==> src/rtl/ioi_map.svh <==
`ifndef IOI_MAP_SVH
`define IOI_MAP_SVH
`define IOI_ENTRY_W 17
`define IOI_ENTRY_RST 17'h1_0000
`define IOI_ENTRY_WMASK 17'h1_AFFF
`define IOI_VEC_LSB 0
`define IOI_VEC_MSB 7
`define IOI_DM_LSB 8
`define IOI_DM_MSB 10
`define IOI_DS_BIT 12
`define IOI_RIRR_BIT 14
`define IOI_TRIG_BIT 15
`define IOI_MASK_BIT 16
`define IOI_DM_FIXED 3'h0
`define IOI_DM_LOWEST 3'h1
`define IOI_DM_SMI 3'h2
`define IOI_DM_RSV3 3'h3
`define IOI_DM_NMI 3'h4
`define IOI_DM_INIT 3'h5
`define IOI_DM_RSV6 3'h6
`define IOI_DM_EXT 3'h7
`define IOI_VEC_ZERO 8'h00
`define IOI_VEC_MIN 8'h10
`define IOI_VEC_MAX 8'hFE
`define IOI_NCORES 4
`define IOI_PRIO_W 4
`define IOI_PRIO_MAX 4'hF
`endif

==> src/rtl/ioi_pkg.sv <==
`include "ioi_map.svh"
package ioi_pkg;
	typedef enum logic [2:0] {
		IOI_FIXED = `IOI_DM_FIXED,
		IOI_LOWEST = `IOI_DM_LOWEST,
		IOI_SMI = `IOI_DM_SMI,
		IOI_RSV3 = `IOI_DM_RSV3,
		IOI_NMI = `IOI_DM_NMI,
		IOI_INIT = `IOI_DM_INIT,
		IOI_RSV6 = `IOI_DM_RSV6,
		IOI_EXT = `IOI_DM_EXT
	} ioi_mode_t;
	typedef enum logic [2:0] {
		IOI_D_IDLE = 3'h1,
		IOI_D_SEND = 3'h2,
		IOI_D_WEOI = 3'h4
	} ioi_dev_st_t;
	typedef enum logic [1:0] {
		IOI_L_IDLE = 2'h1,
		IOI_L_INTA = 2'h2
	} ioi_lu_st_t;
	function automatic logic ioi_mode_reserved(input logic [2:0] m);
		return (m == `IOI_DM_RSV3) || (m == `IOI_DM_RSV6);
	endfunction
	function automatic logic ioi_edge_only(input logic [2:0] m);
		return (m == `IOI_DM_SMI) || (m == `IOI_DM_NMI) || (m == `IOI_DM_INIT) || (m == `IOI_DM_EXT);
	endfunction
endpackage

==> src/rtl/ioi_link_if.sv <==
`timescale 1ns/10ps
`default_nettype none
interface ioi_link_if;
	logic msg_valid;
	logic [2:0] msg_mode;
	logic [7:0] msg_vector;
	logic msg_level;
	logic msg_accept;
	logic msg_eoi;
	logic [7:0] eoi_vector;
	logic inta_req;
	logic inta_valid;
	logic [7:0] inta_vector;
	modport dev (
		output msg_valid, msg_mode, msg_vector, msg_level, inta_valid, inta_vector,
		input msg_accept, msg_eoi, eoi_vector, inta_req
	);
	modport lu (
		input msg_valid, msg_mode, msg_vector, msg_level, inta_valid, inta_vector,
		output msg_accept, msg_eoi, eoi_vector, inta_req
	);
endinterface
`default_nettype wire

==> src/rtl/ioi_dev_end.sv <==
`timescale 1ns/10ps
`default_nettype none
`include "ioi_map.svh"
// Function
// RULE1 - Three-bit delivery mode at bits 10:8, R/W
// RULE2 - Mode 000 delivers maskable to all destinations
// RULE3 - Mode 001 goes to lowest-priority destination
// RULE4 - Software sets edge trigger for SMI mode
// RULE5 - SMI ignores vector; software programs zero
// RULE6 - Mode 100 delivers non-maskable, vector ignored
// RULE7 - Software sets edge trigger for NMI mode
// RULE8 - Mode 101 asserts initialise on destinations
// RULE9 - Software sets edge trigger for initialise mode
// RULE10 - Mode 111: external controller supplies vector
// RULE11 - Software sets edge trigger for external mode
// RULE12 - Eight-bit R/W vector at bits 7:0
// RULE13 - Software programs vectors 10h to FEh only
// RULE14 - Software avoids reserved modes 011 and 110
// RULE15 - Bit 15 selects level (1) or edge (0)
// RULE16 - Masked inputs ignored, not held pending
module ioi_dev_end
	import ioi_pkg::*;
(
	input wire logic ref_clk,
	input wire logic srst,
	ioi_link_if.dev link,
	input wire logic irq_pin,
	input wire logic entry_wr,
	input wire logic [`IOI_ENTRY_W-1:0] entry_wr_data,
	input wire logic [7:0] ext_vector,
	output logic [`IOI_ENTRY_W-1:0] entry_rd_q,
	output logic ext_inta_q,
	output logic pending_q,
	output logic cfg_err_q,
	output logic vec_range_err_q
);
	logic pin_s1_q;
	logic pin_s2_q;
	logic pin_s3_q;
	logic [`IOI_ENTRY_W-1:0] entry_q;
	logic remote_irr_q;
	ioi_dev_st_t st_q;
	logic msg_valid_q;
	logic [2:0] msg_mode_q;
	logic [7:0] msg_vector_q;
	logic msg_level_q;
	logic inta_valid_q;
	logic [7:0] inta_vector_q;
	logic [2:0] mode;
	logic [7:0] vec;
	logic level_trig;
	logic masked;
	logic rise;
	logic level_req;
	logic req;
	logic launch;
	logic [`IOI_ENTRY_W-1:0] entry_d;

	assign mode = entry_q[`IOI_DM_MSB:`IOI_DM_LSB]; // RULE1
	assign vec = entry_q[`IOI_VEC_MSB:`IOI_VEC_LSB]; // RULE12
	assign level_trig = entry_q[`IOI_TRIG_BIT]; // RULE15
	assign masked = entry_q[`IOI_MASK_BIT];
	assign rise = pin_s2_q && !pin_s3_q;
	assign level_req = level_trig && pin_s2_q && !masked && !remote_irr_q; // RULE16
	assign req = level_trig ? level_req : pending_q;
	// Reserved codes are dropped, with cfg_err_q raised, rather than sent with an unknown meaning
	assign launch = (st_q == IOI_D_IDLE) && req && !ioi_mode_reserved(mode); // RULE14

	assign link.msg_valid = msg_valid_q;
	assign link.msg_mode = msg_mode_q;
	assign link.msg_vector = msg_vector_q;
	assign link.msg_level = msg_level_q;
	assign link.inta_valid = inta_valid_q;
	assign link.inta_vector = inta_vector_q;

	// Pin is asynchronous to ref_clk
	always_ff @(posedge ref_clk) begin
		if (srst) begin
			pin_s1_q <= 1'b0;
			pin_s2_q <= 1'b0;
			pin_s3_q <= 1'b0;
		end else begin
			pin_s1_q <= irq_pin;
			pin_s2_q <= pin_s1_q;
			pin_s3_q <= pin_s2_q;
		end
	end

	// Read-only bits are never stored from a write
	always_comb begin
		entry_d = entry_q;
		if (entry_wr) begin
			entry_d = entry_wr_data & `IOI_ENTRY_WMASK; // RULE1 RULE12 RULE15
		end
	end

	always_ff @(posedge ref_clk) begin
		if (srst) begin
			entry_q <= `IOI_ENTRY_RST;
		end else begin
			entry_q <= entry_d;
		end
	end

	always_ff @(posedge ref_clk) begin
		if (srst) begin
			entry_rd_q <= `IOI_ENTRY_RST;
		end else begin
			entry_rd_q <= entry_q;
			entry_rd_q[`IOI_DS_BIT] <= (st_q == IOI_D_SEND);
			entry_rd_q[`IOI_RIRR_BIT] <= remote_irr_q;
		end
	end

	// Edge capture; a new edge in the launch cycle is kept, set wins
	always_ff @(posedge ref_clk) begin
		if (srst) begin
			pending_q <= 1'b0;
		end else if (level_trig) begin
			pending_q <= 1'b0;
		end else if (rise && !masked) begin
			pending_q <= 1'b1; // RULE16
		end else if ((st_q == IOI_D_IDLE) && pending_q) begin
			pending_q <= 1'b0;
		end
	end

	always_ff @(posedge ref_clk) begin
		if (srst) begin
			st_q <= IOI_D_IDLE;
		end else begin
			case (st_q)
				IOI_D_IDLE: begin
					if (launch) begin
						st_q <= IOI_D_SEND;
					end
				end
				IOI_D_SEND: begin
					if (link.msg_accept) begin
						st_q <= msg_level_q ? IOI_D_WEOI : IOI_D_IDLE;
					end
				end
				IOI_D_WEOI: begin
					st_q <= IOI_D_IDLE;
				end
				default: st_q <= IOI_D_IDLE;
			endcase
		end
	end

	// Level interrupts wait for a matching end-of-interrupt before resending
	always_ff @(posedge ref_clk) begin
		if (srst) begin
			remote_irr_q <= 1'b0;
		end else if (st_q == IOI_D_SEND && link.msg_accept && msg_level_q) begin
			remote_irr_q <= 1'b1;
		end else if (link.msg_eoi && link.eoi_vector == vec) begin
			remote_irr_q <= 1'b0;
		end else if (!level_trig) begin
			remote_irr_q <= 1'b0;
		end
	end

	always_ff @(posedge ref_clk) begin
		if (srst) begin
			msg_valid_q <= 1'b0;
			msg_mode_q <= `IOI_DM_FIXED;
			msg_vector_q <= `IOI_VEC_ZERO;
			msg_level_q <= 1'b0;
		end else if (launch) begin
			msg_valid_q <= 1'b1;
			msg_mode_q <= mode; // RULE2 RULE3 RULE6 RULE8 RULE10
			msg_level_q <= level_trig;
			case (mode)
				`IOI_DM_FIXED: msg_vector_q <= vec; // RULE2
				`IOI_DM_LOWEST: msg_vector_q <= vec; // RULE3
				`IOI_DM_SMI: msg_vector_q <= `IOI_VEC_ZERO; // RULE5
				`IOI_DM_NMI: msg_vector_q <= `IOI_VEC_ZERO; // RULE6
				`IOI_DM_INIT: msg_vector_q <= `IOI_VEC_ZERO; // RULE8
				`IOI_DM_EXT: msg_vector_q <= `IOI_VEC_ZERO; // RULE10
				default: msg_vector_q <= `IOI_VEC_ZERO;
			endcase
		end else if (st_q == IOI_D_SEND && link.msg_accept) begin
			msg_valid_q <= 1'b0;
		end
	end

	// Acknowledge cycle goes to the external controller, which supplies the vector
	always_ff @(posedge ref_clk) begin
		if (srst) begin
			ext_inta_q <= 1'b0;
			inta_valid_q <= 1'b0;
			inta_vector_q <= `IOI_VEC_ZERO;
		end else begin
			ext_inta_q <= link.inta_req; // RULE10
			inta_valid_q <= ext_inta_q;
			if (ext_inta_q) begin
				inta_vector_q <= ext_vector; // RULE10
			end
		end
	end

	// Flags only; apart from a reserved mode, which never launches, the entry still delivers as programmed
	always_ff @(posedge ref_clk) begin
		if (srst) begin
			cfg_err_q <= 1'b0;
			vec_range_err_q <= 1'b0;
		end else begin
			cfg_err_q <= (ioi_edge_only(mode) && level_trig) || ioi_mode_reserved(mode); // RULE4 RULE7 RULE9 RULE11 RULE14
			vec_range_err_q <= ((mode == `IOI_DM_FIXED) || (mode == `IOI_DM_LOWEST)) &&
				((vec < `IOI_VEC_MIN) || (vec > `IOI_VEC_MAX)); // RULE13
		end
	end
endmodule
`default_nettype wire

==> src/flat_wrapper.sv <==
// flat-port wrapper written by rule: the top's interface ports become plain ports
module ioi_dev_end_flat import ioi_pkg::*;
  (ref_clk, srst, irq_pin, entry_wr, entry_wr_data, ext_vector, entry_rd_q, ext_inta_q, pending_q, cfg_err_q, vec_range_err_q, link_msg_valid, link_msg_mode, link_msg_vector, link_msg_level, link_inta_valid, link_inta_vector, link_msg_accept, link_msg_eoi, link_eoi_vector, link_inta_req);
  ioi_link_if link_i ();
  input wire logic ref_clk;
  input wire logic srst;
  input wire logic irq_pin;
  input wire logic entry_wr;
  input wire logic [`IOI_ENTRY_W-1:0] entry_wr_data;
  input wire logic [7:0] ext_vector;
  output logic [`IOI_ENTRY_W-1:0] entry_rd_q;
  output logic ext_inta_q;
  output logic pending_q;
  output logic cfg_err_q;
  output logic vec_range_err_q;
  output wire logic [$bits(link_i.msg_valid)-1:0] link_msg_valid;
  output wire logic [$bits(link_i.msg_mode)-1:0] link_msg_mode;
  output wire logic [$bits(link_i.msg_vector)-1:0] link_msg_vector;
  output wire logic [$bits(link_i.msg_level)-1:0] link_msg_level;
  output wire logic [$bits(link_i.inta_valid)-1:0] link_inta_valid;
  output wire logic [$bits(link_i.inta_vector)-1:0] link_inta_vector;
  input wire logic [$bits(link_i.msg_accept)-1:0] link_msg_accept;
  input wire logic [$bits(link_i.msg_eoi)-1:0] link_msg_eoi;
  input wire logic [$bits(link_i.eoi_vector)-1:0] link_eoi_vector;
  input wire logic [$bits(link_i.inta_req)-1:0] link_inta_req;
  assign link_msg_valid = link_i.msg_valid;
  assign link_msg_mode = link_i.msg_mode;
  assign link_msg_vector = link_i.msg_vector;
  assign link_msg_level = link_i.msg_level;
  assign link_inta_valid = link_i.inta_valid;
  assign link_inta_vector = link_i.inta_vector;
  assign link_i.msg_accept = link_msg_accept;
  assign link_i.msg_eoi = link_msg_eoi;
  assign link_i.eoi_vector = link_eoi_vector;
  assign link_i.inta_req = link_inta_req;
  ioi_dev_end u_core (.ref_clk(ref_clk), .srst(srst), .link(link_i), .irq_pin(irq_pin), .entry_wr(entry_wr), .entry_wr_data(entry_wr_data), .ext_vector(ext_vector), .entry_rd_q(entry_rd_q), .ext_inta_q(ext_inta_q), .pending_q(pending_q), .cfg_err_q(cfg_err_q), .vec_range_err_q(vec_range_err_q));
endmodule
==> config.mk <==
export PLATFORM = sky130hd
export DESIGN_NAME = ioi_dev_end_flat
export DESIGN_NICKNAME = d
export VERILOG_FILES = /design/src/rtl/ioi_pkg.sv /design/src/rtl/ioi_link_if.sv /design/src/rtl/ioi_dev_end.sv /design/src/flat_wrapper.sv
export VERILOG_INCLUDE_DIRS = /design/src /design/src/rtl
export SDC_FILE = /design/constraint.sdc
export NUM_CORES = 1
export LEC_CHECK = 0
export BUFFER_PORTS_ARGS = -buffer_cell sky130_fd_sc_hd__buf_2
export CAP_MARGIN = 20
export CORE_UTILIZATION = 44
export CTS_BUF_LIST = sky130_fd_sc_hd__clkbuf_4 sky130_fd_sc_hd__clkbuf_8 sky130_fd_sc_hd__clkbuf_16
export DETAILED_ROUTE_END_ITERATION = 10
export GPL_ROUTABILITY_DRIVEN = 0
export PLACE_DENSITY_LB_ADDON = 0.2
export SLEW_MARGIN = 10
export SYNTH_ARGS = -nofsm -noshare
export SYNTH_HDL_FRONTEND = slang
export SYNTH_SLANG_ARGS = --single-unit
export TNS_END_PERCENT = 20
==> constraint.sdc <==
create_clock -name ref_clk -period 1.4 [get_ports ref_clk]
set_input_delay 0.07 -clock ref_clk [delete_from_list [all_inputs] [get_ports ref_clk]]
set_output_delay 0.07 -clock ref_clk [all_outputs]
set_load 0.01 [all_outputs]
Word level (Yosys, flattened, before mapping)
Index checks and enable logic that the tools add are counted.
{ "totals": {"reg_bits": 65, "inputBits": 40, "out_inout_bits": 43, "elab_cells": 75} }
{ "classes": {"order_cmp": 2, "eq_ne": 13, "mux": 13, "n_reduce_logical": 30} }
{ "op_table": {"columns": ["op", "count"], "rows": [
  ["logical AND 1 bit", 13],
  ["== test 3 bit (second input constant)", 4],
  ["== test 3 x 2 -> 1 bit (second input constant)", 3],
  ["2-to-1 mux 3 bit", 3],
  ["== test 8 bit", 1],
  ["> comparator 8 bit (second input constant)", 1],
  ["< comparator 8 x 5 -> 1 bit (second input constant)", 1],
  ["2-to-1 mux 1 bit", 8],
  ["2-to-1 mux 8 bit", 1],
  ["logical OR 1 bit", 7],
  ["== test 3 x 1 -> 1 bit (second input constant)", 2],
  ["case mux 3 bit (2 select lines)", 1],
  ["logical NOT 1 bit", 4],
  ["nonzero test 2 bit", 2],
  ["OR reduction 2 bit", 2],
  ["logical NOT 3 bit", 1],
  ["inequality test 3 bit (second input constant)", 1],
  ["inequality test 2 x 1 -> 1 bit (second input constant)", 1],
  ["inequality test 2 bit (second input constant)", 1],
  ["AND reduction 2 bit", 1]
]} }

Depth between registers and ports, before layout
Gate-level depths: netlist of run 1.
{ "logic_depth": {"depth_word": 8, "mapped_depth": 6} }

Worst setup path before layout of run 1
No wires, ideal clock.
{ "synth_timing": {"path_type": "flip-flop to flip-flop", "startpoint": "reg u_core.st_q[2]", "endpoint": "reg u_core.st_q[0]", "arrival_time_ns": 1.329, "required_ns": 1.278, "slack_ns": -0.051, "stages_incl_launch_ff": 4, "path_buffers": 0, "cell_sequence": "dfxtp_1 -> or3b_4 -> a221o_2 -> o31a_2"} }
{ "synth_between": {"elab_chain_cells": 5, "word_cells_on_any_way": 8} }
{ "synth_rtl": {"columns": ["item", "line_no", "rtl"], "rows": [
  ["from (decl)", "ioi_dev_end.sv:42", "ioi_dev_st_t st_q;"],
  ["from (signal assigned)", "ioi_dev_end.sv:140", "st_q <= msg_level_q ? IOI_D_WEOI : IOI_D_IDLE;"],
  ["== test 3 x 1 -> 1 bit", "ioi_dev_end.sv:67, ioi_dev_end.sv:132", null],
  ["logical AND 1 bit (2 in series)", "ioi_dev_end.sv:67", "assign launch = (st_q == IOI_D_IDLE) && req && !ioi_mode_reserved(mode);"],
  ["inequality test 2 x 1 -> 1 bit (no source line)", null, null],
  ["AND reduction 2 bit (no source line)", null, null]
]} }
Several ways; a longest one is shown, not always the timed one.
A chain may end at the register's enable or synchronous reset.

Worst setup path in the final report of run 1
Ends and elaborated chain as after synthesis.

==> flow_metrics.env, run 1 <==
export IMPL_reg2reg_to="u_core.st_q[0]$_SDFFE_PP1P_"
export IMPL_path_max_fanout=4
export IMPL_synth_seq_area_share_pct=54.6
export IMPL_grt_ovfl_total=0
export IMPL_max_freq_mhz=676
export IMPL_rsz0062_at_grt="yes"
export IMPL_netlist_instances=223
export IMPL_drc_errors=0
export IMPL_path_buf_inv=0
export IMPL_cts_sinks=65
export IMPL_hpwl_um=3510
export IMPL_worstMarginPinSlew_ns=0.505
export IMPL_clk_pin_slew_worst_paths_ns=0.07
export IMPL_fin_crit_ns=1.48
export IMPL_cellPowerDensity_mw_per_mm2=1150
export IMPL_min_delay_start="link_msg_eoi"
export IMPL_yosysWarningCount=0
export IMPL_initialDrtViolationCount=78
export IMPL_path_cells="or3b_4 > a221o_2 > o31a_2"
export IMPL_hold_depth=3
export IMPL_min_period_over_period_pct=106
export IMPL_die_w_um=75.6
export IMPL_final_common_cell="buf_2"
export IMPL_met2_usage_pct=29.6
export IMPL_grt_use_met1_pct=25.7
export IMPL_final_nets=386
export IMPL_h_tree_depth=3
export IMPL_max_vdd_ir_drop_v=0.000706
export IMPL_status="complete, but fails checks"
export IMPL_die_h_um=75.6
export IMPL_path_class="reg -> reg"
export IMPL_firstDrtPassIters=4
export IMPL_io_buffers=80
export IMPL_clk_latency_ns=0.35
export IMPL_grtUsageMet3_pct=4.76
export IMPL_slew_violations=0
export IMPL_antenna_found_initial=0
export IMPL_holdPathEnd="u_core.remote_irr_q$_SDFFE_PP0P_"
export IMPL_postLayoutCellArea_mm2=0.00343
export IMPL_synth_cell_type_count=37
export IMPL_slew_headroom_pct=66.3
export IMPL_synth_seq_cells=65
export IMPL_nFillCells=424
export IMPL_hold_viol=0
export IMPL_cts_tree="yes"
export IMPL_drive_above_1_share_pct=37.3
export IMPL_ios=83
export IMPL_setup_worst_path_start_class="flip-flop"
export IMPL_start_util_pct=46.1
export IMPL_wl_per_cell_um=12.3
export IMPL_setup_viol=13
export IMPL_clock_path_buffers=2
export IMPL_syn_num_nets=263
export IMPL_p_leak_uw=0.00159
export IMPL_drt_wl_total_um=5200
export IMPL_seqCellArea_mm2=0.00130
export IMPL_first_global_vias=1769
export IMPL_end_kind="flip-flop"
export IMPL_crit_slowest_cell="or3b_4"
export IMPL_top_usage_layer="met2"
export IMPL_critPathMaxStageDelay_ns=0.39
export IMPL_ant_nets=0
export IMPL_regToRegSetupSlack_ns=-0.08
export IMPL_cts_root_buf="clkbuf_8"
export IMPL_reg2reg_depth=3
export IMPL_postPlaceCellArea_mm2=0.00296
export IMPL_grt_usage_pct=19.7
export IMPL_critPathArrivalTime_ns=1.70
export IMPL_multiInputGateArea_um2=962
export IMPL_grt_max_degree=35
export IMPL_die_area_mm2=0.00571
export IMPL_fin_util_pct=66.2
export IMPL_core_area_mm2=0.00517
export IMPL_row_count=26
export IMPL_area_growth_pct=43.8
export IMPL_diodes=0
export IMPL_critPathTopFamily="compound AO/OA/AOI/OAI gates"
export IMPL_final_cell_mix="80 x buf_2, 63 x dfxtp_1, 26 x dlygate4sd3_1, 23 x nor2_1, 23 x mux2i_1"
export IMPL_worst_hold_path_type="in -> reg"
export IMPL_required_ns=1.63
export IMPL_finClkSkew_ns=0.00886
export IMPL_worstReg2RegStart="u_core.st_q[2]$_SDFFE_PP0P_"
export IMPL_vias_per_cell=4.61
export IMPL_cts_made_buffers=9
export IMPL_drv_cap=0
export IMPL_syn_area_per_cell_um2=10.7
export IMPL_fin_ws_ns=-0.0798
export IMPL_violations="negative setup slack"
export IMPL_grt_pass1_wl_um=8080
export IMPL_vias=1941
export IMPL_synthesis_area_mm2=0.00238
## Yosys cell counts (all sizes together)
master / count / area share, %
a2111oi: 1 / 0.37
a21o: 1 / 0.32
a21oi: 3 / 0.63
a221o: 1 / 0.47
a22oi: 1 / 0.32
a311oi: 1 / 0.37
a32oi: 13 / 7.6
and2: 1 / 0.26
and3: 1 / 0.26
and4bb: 1 / 0.53
buf: 7 / 1.6
clkbuf: 4 / 0.63
dfxtp: 65 / 55
inv: 18 / 2.8
mux2i: 23 / 9.7
nand2: 14 / 2.2
nand2b: 2 / 0.53
nand4: 2 / 0.53
nand4bb: 1 / 0.47
nor2: 23 / 3.6
nor2b: 18 / 4.7
nor3: 2 / 0.63
nor3b: 1 / 0.32
nor4: 2 / 0.53
o21a: 1 / 0.32
o21ai: 2 / 0.42
o31a: 1 / 0.42
o32ai: 1 / 0.37
or2: 1 / 0.26
or3b: 1 / 0.47
or4b: 1 / 0.42
xnor2: 1 / 0.37
xor2: 8 / 2.9
## where the power goes
group	switching, uW	leakage, uW	total (uW)	internal, uW
clock	702	0.0000987	1590	883
combinational	176	0.000965	390	214
sequential	46.9	0.000531	1970	1920
## layer usage
metal / vias to the layer above / routed length [um] / part of all wire (%)
li1: 998 / - / -
met1: 876 / 2420 / 46
met2: 55 / 2350 / 45
met3: 12 / 321 / 6.2
met4: 0 / 110 / 2.1
met5: - / 0 / 0
## worst min-delay path, delay by kind of cell
kind	cells	cell delay, ns
AO/OA/AOI/OAI	1	0.09
AND/OR/NAND/NOR	1	0.11
buffers and inverters	1	0.08
## through the flow
stage	setup TNS (ns)	cells	worst slack, ns	power, uW	hold slack (ns)
floorplan	-0.115	223	-0.0507	2190	0.168
global placement	-0.604	379	-0.0515	2340	0.284
detailed placement	-1.03	379	-0.0936	2340	0.295
CTS	-0.565	421	-0.0707	3980	0.0677
global route	-1.20	421	-0.115	4100	0.0772
finish	-0.674	421	-0.0798	3940	0.0715
## final cells by class
| class | count | share of cell area [%] |
|---|---|---|
| tap | 70 | 2.56 |
| sequential | 65 | 38.1 |
| clock inverter | 5 | 1.61 |
| inverter | 18 | 1.97 |
| multi-input combinational | 129 | 28.1 |
| timing repair buffer | 123 | 23.5 |
| clock buffer | 11 | 4.24 |
## cells by family after synthesis
| family | count (synthesis) | synth area share (%) |
|---|---|---|
| xor gates and xnor gates | 9 | 3.31 |
| buffers and inverters | 29 | 5.04 |
| and+or+nand+nor | 71 | 15.8 |
| muxes | 23 | 9.66 |
| AOI/OAI and AO/OA | 26 | 11.6 |
| DFF | 65 | 54.6 |
## how the worst max path moves through the flow
stage	from	depth (start not counted)	end
floorplan	u_core.st_q[2]$_SDFFE_PP0P_	3	u_core.st_q[0]$_SDFFE_PP1P_
global placement	u_core.st_q[0]$_SDFFE_PP1P_	4	u_core.link.msg_level$_SDFFE_PP0P_
detailed placement	u_core.st_q[0]$_SDFFE_PP1P_	4	u_core.link.msg_vector[6]$_SDFFE_PP0P_
CTS	u_core.st_q[2]$_SDFFE_PP0P_	3	u_core.st_q[0]$_SDFFE_PP1P_
global route	u_core.st_q[2]$_SDFFE_PP0P_	4	u_core.link.msg_vector[5]$_SDFFE_PP0P_
finish	u_core.st_q[2]$_SDFFE_PP0P_	3	u_core.st_q[0]$_SDFFE_PP1P_
## registers in the layout (all words and copies together) (netlist names)
register and count:
u_core.cfg_err_q 1, u_core.entry_q 15, u_core.entry_rd_q 17, u_core.ext_inta_q 1, u_core.link.inta_valid 1, u_core.link.inta_vector 8, u_core.link.msg_level 1, u_core.link.msg_mode 3
u_core.link.msg_valid 1, u_core.link.msg_vector 8, u_core.pending_q 1, u_core.pin_s1_q 1, u_core.pin_s2_q 1, u_core.pin_s3_q 1, u_core.remote_irr_q 1, u_core.st_q 3
u_core.vec_range_err_q 1
## what timing repair did
item,in CTS,in global routing
gates resized for setup,2,2
buffers inserted,0,0
endpoints found under the hold margin,26,0
hold buffers,26,0
endpoints found under the setup margin,13,15
No activity file was read; power rests on OpenSTA's default activity.
==> inputs of run 2 (changes only) <==
==> constraint.sdc (replaced) <==
create_clock -name ref_clk -period 1.4 [get_ports ref_clk]
set_input_delay 0.14 -clock ref_clk [delete_from_list [all_inputs] [get_ports ref_clk]]
set_output_delay 0.14 -clock ref_clk [all_outputs]
set_load 0.01 [all_outputs]
==> run 2 against run 1 <==
Net effect:
- register-to-register slack is essentially flat
- cell area shrank 7.9%
- combinational power shrank 14%
- critical path depth is the same
- the run still ends with negative setup slack left
- largest cell class unchanged
- maximum frequency is essentially flat
- power shrank 5.3%
- sequential share of layout area grew 3.3 points
- highest routed layer unchanged
- clock-buffer cell count grew 1
- first-iteration DRC count grew 74%
- clock skew shrank 0.0020 ns
- via count shrank 5.6%
- setup slack gained 0.00058 ns
==> flow_metrics.env, run 2 (synthesis results as in run 1) <==
export IMPL_status="complete, but fails checks"
export IMPL_violations="negative setup slack"
export IMPL_rsz0062_at_grt="yes"
export IMPL_cts_root_buf="clkbuf_8"
export IMPL_p_leak_uw=0.00149
export IMPL_vias_per_cell=4.64
export IMPL_critPathArrivalTime_ns=1.70
export IMPL_hold_viol=0
export IMPL_die_w_um=75.6
export IMPL_seqCellArea_mm2=0.00131
export IMPL_die_h_um=75.6
export IMPL_row_count=26
export IMPL_core_area_mm2=0.00517
export IMPL_min_period_over_period_pct=106
export IMPL_cellPowerDensity_mw_per_mm2=1180
export IMPL_regMostFlops="u_core.entry_rd_q"
export IMPL_path_max_fanout=4
export IMPL_worstMarginPinSlew_ns=0.453
export IMPL_hpwl_um=3610
export IMPL_clock_path_buffers=2
export IMPL_max_vdd_ir_drop_v=0.000631
export IMPL_drt_wl_total_um=5010
export IMPL_power_switching_uw=878
export IMPL_slew_headroom_pct=69.8
export IMPL_worst_hold_path_type="in -> reg"
export IMPL_ant_nets=0
export IMPL_max_freq_mhz=676
export IMPL_fin_ws_ns=-0.0792
export IMPL_setup_viol=13
export IMPL_ios=83
export IMPL_vias=1832
export IMPL_p_sw_share_pct=23.5
export IMPL_grt_pass1_wl_um=7950
export IMPL_end_kind="flip-flop"
export IMPL_initialDrtViolationCount=136
export IMPL_reg_largest_list="u_core.entry_rd_q (17), u_core.entry_q (15)"
export IMPL_firstDrtPassIters=4
export IMPL_cts_made_buffers=9
export IMPL_area_growth_pct=32.5
export IMPL_grt_ovfl_total=0
export IMPL_drive_above_1_share_pct=40.6
export IMPL_slew_violations=0
export IMPL_whs_ns=0.0164
export IMPL_first_global_vias=1709
export IMPL_start_util_pct=46.1
export IMPL_die_area_mm2=0.00571
export IMPL_nFillCells=441
export IMPL_final_cell_mix="80 x buf_2, 62 x dfxtp_1, 23 x nor2_1, 23 x mux2i_1"
export IMPL_setup_worst_path_start_class="flip-flop"
export IMPL_path_class="reg -> reg"
export IMPL_io_buffers=80
export IMPL_final_nets=361
export IMPL_largest_register_ffs=17
export IMPL_drv_cap=0
export IMPL_drc_errors=0
export IMPL_fin_util_pct=61.0
export IMPL_antenna_found_initial=0
export IMPL_internal_power_uw=2860
export IMPL_cts_sinks=65
export IMPL_wl_per_cell_um=12.7
export IMPL_h_tree_depth=3
export IMPL_final_common_cell="buf_2"
export IMPL_multiInputGateArea_um2=961
export IMPL_clk_pin_slew_worst_paths_ns=0.06
export IMPL_cts_tree="yes"
export IMPL_fin_crit_ns=1.48
export IMPL_diodes=0
export IMPL_clkPwrFrac_pct=38.4
export IMPL_combPwrFrac_pct=8.9
export IMPL_clk_latency_ns=0.33
export IMPL_finClkSkew_ns=0.00687
export IMPL_pwr_share_seq_pct=52.7
export IMPL_grt_usage_pct=19.6
export IMPL_grt_max_degree=31
export IMPL_required_ns=1.62
run 2: cell count changes in the layout (fill, tap and decap cells not counted), sizes merged:
cell / change
buf: +1
bufinv: -1
clkbuf: +1
clkinv: +1
clkinvlp: -2
dlygate4sd3: -26
run 2: worst paths after layout:
path	startpoint	end	slack, ns	cells after the start
max	u_core.st_q[2]$_SDFFE_PP0P_	u_core.st_q[0]$_SDFFE_PP1P_	-0.08	3
min reg2reg	u_core.pin_s1_q$_SDFF_PP0_	u_core.pin_s2_q$_SDFF_PP0_	0.44	1
max reg2reg	u_core.st_q[2]$_SDFFE_PP0P_	u_core.st_q[0]$_SDFFE_PP1P_	-0.08	3
min	irq_pin	u_core.pin_s1_q$_SDFF_PP0_	0.02	2
run 2: through the flow:
| stage | setup slack, ns | total power [uW] | area (um^2) | setup TNS, ns | cells |
|---|---|---|---|---|---|
| floorplan | -0.0507 | 2190 | 2380 | -0.115 | 223 |
| global placement | -0.0549 | 2340 | 2970 | -0.635 | 380 |
| detailed placement | -0.0922 | 2340 | 2970 | -1.02 | 380 |
| CTS | -0.0649 | 3780 | 3150 | -0.636 | 395 |
| global route | -0.113 | 3930 | 3160 | -1.21 | 395 |
| finish | -0.0792 | 3730 | 3160 | -0.650 | 395 |
run 2: area by class of cell:
type | instances | area share (%)
clock buffer | 12 | 5.23
tap | 70 | 2.77
multi-input combinational | 129 | 30.4
sequential | 65 | 41.3
clock inverter | 3 | 0.476
timing repair buffer | 98 | 17.6
inverter | 18 | 2.14
run 2: power by group through the flow:
| stage | combinational [uW] | sequential (uW) | clock [uW] |
|---|---|---|---|
| floorplan | 165 | 2020 | 0 |
| global placement | 333 | 2010 | 0 |
| global route | 375 | 1980 | 1580 |
| finish | 334 | 1970 | 1430 |
| CTS | 338 | 1970 | 1470 |
| detailed placement | 336 | 2010 | 0 |
run 2: critical path, cell delays in order (launching register included):
cell and delay [ns]:
dfxtp_2 0.32, or3b_4 0.39, a221o_2 0.36, o31a_2 0.30
run 2: timing repair:
action,CTS,global route
hold buffers,0,0
gates resized for setup,3,2
setup buffers,0,0
pin swaps,0,0
cloned,0,0
endpoints found under the setup margin,13,14
run 2: per-layer routing:
metal  global-route usage [%]  part of all wire, %  wire length, um
met1                     24.9                   47             2360
met2                     29.9                   45             2260
met3                     5.56                  5.9              294
met4                     11.1                  1.9               95
met5                        0                    0                0
==> inputs of run 3 (changes only) <==
- CTS_CLUSTER_DIAMETER: unset -> 120
- PLACE_DENSITY: unset -> 0.76
- PLACE_DENSITY_LB_ADDON: 0.2 -> unset
- SETUP_SLACK_MARGIN: unset -> 0.2
==> run 3 against run 2 <==
Net effect:
- the flow still finishes with violations (negative setup slack)
- clock skew rose by 0.0041 ns
- setup slack improved by 0.0045 ns
- first-iteration DRC count fell by 46%
- worst hold slack improved by 0.00080 ns
- routed wire length rose by 1.2%
- largest cell class unchanged
- highest routed layer unchanged
==> flow_metrics.env, run 3 (synthesis results as in run 1) <==
export IMPL_status="complete, but fails checks"
export IMPL_violations="negative setup slack"
export IMPL_postLayoutCellArea_mm2=0.00322
export IMPL_setup_worst_path_start_class="flip-flop"
export IMPL_firstDrtPassIters=5
export IMPL_grt_max_degree=46
export IMPL_critPathMaxStageDelay_ns=0.39
export IMPL_die_area_mm2=0.00571
export IMPL_p_sw_share_pct=21.8
export IMPL_cts_root_buf="clkbuf_8"
export IMPL_whs_ns=0.0172
export IMPL_clk_pin_slew_worst_paths_ns=0.06
export IMPL_path_max_fanout=3
export IMPL_grt_pass1_wl_um=7780
export IMPL_drt_wl_total_um=5070
export IMPL_dp_cells=378
export IMPL_cellPowerDensity_mw_per_mm2=1260
export IMPL_drive_above_1_share_pct=41.7
export IMPL_fin_crit_ns=1.47
export IMPL_antenna_found_initial=0
export IMPL_grt_usage_pct=19.2
export IMPL_clkPwrFrac_pct=43.0
export IMPL_io_buffers=80
export IMPL_hold_viol=0
export IMPL_drv_cap=0
export IMPL_first_global_vias=1631
export IMPL_h_tree_depth=3
export IMPL_wl_per_cell_um=12.9
export IMPL_combPwrFrac_pct=8.5
export IMPL_max_vdd_ir_drop_v=0.000623
export IMPL_area_growth_pct=35.1
export IMPL_die_w_um=75.6
export IMPL_pwr_share_seq_pct=48.5
export IMPL_end_kind="flip-flop"
export IMPL_clk_latency_ns=0.34
export IMPL_finalPower_uw=4050
export IMPL_max_freq_mhz=678
export IMPL_initialDrtViolationCount=73
export IMPL_slew_violations=0
export IMPL_path_class="reg -> reg"
export IMPL_worst_hold_path_type="in -> reg"
export IMPL_crit_slowest_cell="or3b_4"
export IMPL_min_period_over_period_pct=105
export IMPL_cts_made_buffers=9
export IMPL_postPlaceCellArea_mm2=0.00295
export IMPL_final_common_cell="buf_2"
export IMPL_grt_ovfl_total=0
export IMPL_required_ns=1.62
export IMPL_startpoint="u_core.st_q[2]$_SDFFE_PP0P_"
export IMPL_clock_path_buffers=2
export IMPL_p_leak_uw=0.00150
export IMPL_largest_register_ffs=17
export IMPL_ant_nets=0
export IMPL_final_nets=360
export IMPL_reg2reg_depth=3
export IMPL_path_cells="or3b_4 > a221o_2 > o31a_2"
export IMPL_regMostFlops="u_core.entry_rd_q"
export IMPL_min_delay_start="irq_pin"
export IMPL_drc_errors=0
export IMPL_critPathArrivalTime_ns=1.69
export IMPL_final_cell_mix="80 x buf_2, 61 x dfxtp_1, 23 x nor2_1, 23 x mux2i_1"
export IMPL_hold_depth=2
export IMPL_core_area_mm2=0.00517
export IMPL_cts_tree="yes"
export IMPL_vias=1871
export IMPL_reg_largest_list="u_core.entry_rd_q (17), u_core.entry_q (15)"
export IMPL_setup_viol=14
export IMPL_die_h_um=75.6
export IMPL_start_util_pct=46.1
export IMPL_nFillCells=439
export IMPL_vias_per_cell=4.75
export IMPL_fin_ws_ns=-0.0747
export IMPL_power_switching_uw=884
export IMPL_internal_power_uw=3170
export IMPL_ios=83
export IMPL_slew_headroom_pct=69.5
export IMPL_finClkSkew_ns=0.0110
export IMPL_cts_sinks=65
export IMPL_stdcell_count=394
export IMPL_row_count=26
export IMPL_diodes=0
export IMPL_hpwl_um=3550
export IMPL_worstReg2RegStart="u_core.st_q[2]$_SDFFE_PP0P_"
export IMPL_rsz0062_at_grt="yes"
export IMPL_worstMarginPinSlew_ns=0.457
run 3: cell types whose count changed in the layout (fill, tap and decap cells not counted), moves of 2 or more:
cell	change
bufinv_16	+2
clkinv_2	-2
buf_4	-2
clkbuf_8	-2
a32oi_2	+2
a32oi_1	-2
clkbuf_4	+2
run 3: metal layers:
| layer | part of all wire (%) | track usage [%] |
|---|---|---|
| met5 | 0 | 0 |
| met4 | 1.2 | 10.5 |
| met3 | 6.4 | 6.88 |
| met2 | 45 | 28.5 |
| met1 | 47 | 24.4 |
run 3: power by group through the flow:
stage	sequential (uW)	clock, uW	combinational (uW)
floorplan	2020	0	165
global placement	2000	0	332
detailed placement	2010	0	338
CTS	1970	1790	345
global route	1970	1860	381
finish	1970	1740	345
run 3: cell type report:
class,count,area [um^2],area share [%]
flip-flops and latches,65,1310,40.7
multi-input cells,129,986,30.6
repair buffers,97,551,17.1
clock buffers,12,153,4.74
well taps,70,87.6,2.72
inverters,18,67.6,2.10
clock inverters,3,65.1,2.02
run 3: critical path: cells and delay by family (launching register included):
family | cells | cell delay, ns
AOI/OAI and AO/OA | 2 | 0.64
DFF | 1 | 0.32
and+or+nand+nor | 1 | 0.39
run 3: final timing paths:
| kind | to | slack, ns |
|---|---|---|
| max | u_core.st_q[0]$_SDFFE_PP1P_ | -0.07 |
| min | u_core.pin_s1_q$_SDFF_PP0_ | 0.02 |
| max reg2reg | u_core.st_q[0]$_SDFFE_PP1P_ | -0.07 |
| min reg2reg | u_core.pin_s2_q$_SDFF_PP0_ | 0.44 |
run 3: per-stage QoR:
step / setup slack (ns) / setup TNS (ns) / utilization [%]
2_1_floorplan: -0.0507 / -0.115 / -
3_3_place_gp: -0.0450 / -0.543 / 57.0
3_5_place_dp: -0.0925 / -1.08 / 57.0
4_1_cts: -0.0657 / -0.554 / 61.7
5_1_grt: -0.114 / -1.30 / 62.2
6_report: -0.0747 / -0.693 / 62.2
run 3: timing repair:
action,4_1_cts,5_1_grt
pin swaps,3,0
endpoints found under the setup margin,19,19
endpoints found under the hold margin,1,0
setup buffers,0,0
resized for setup,6,6
hold buffers,1,0
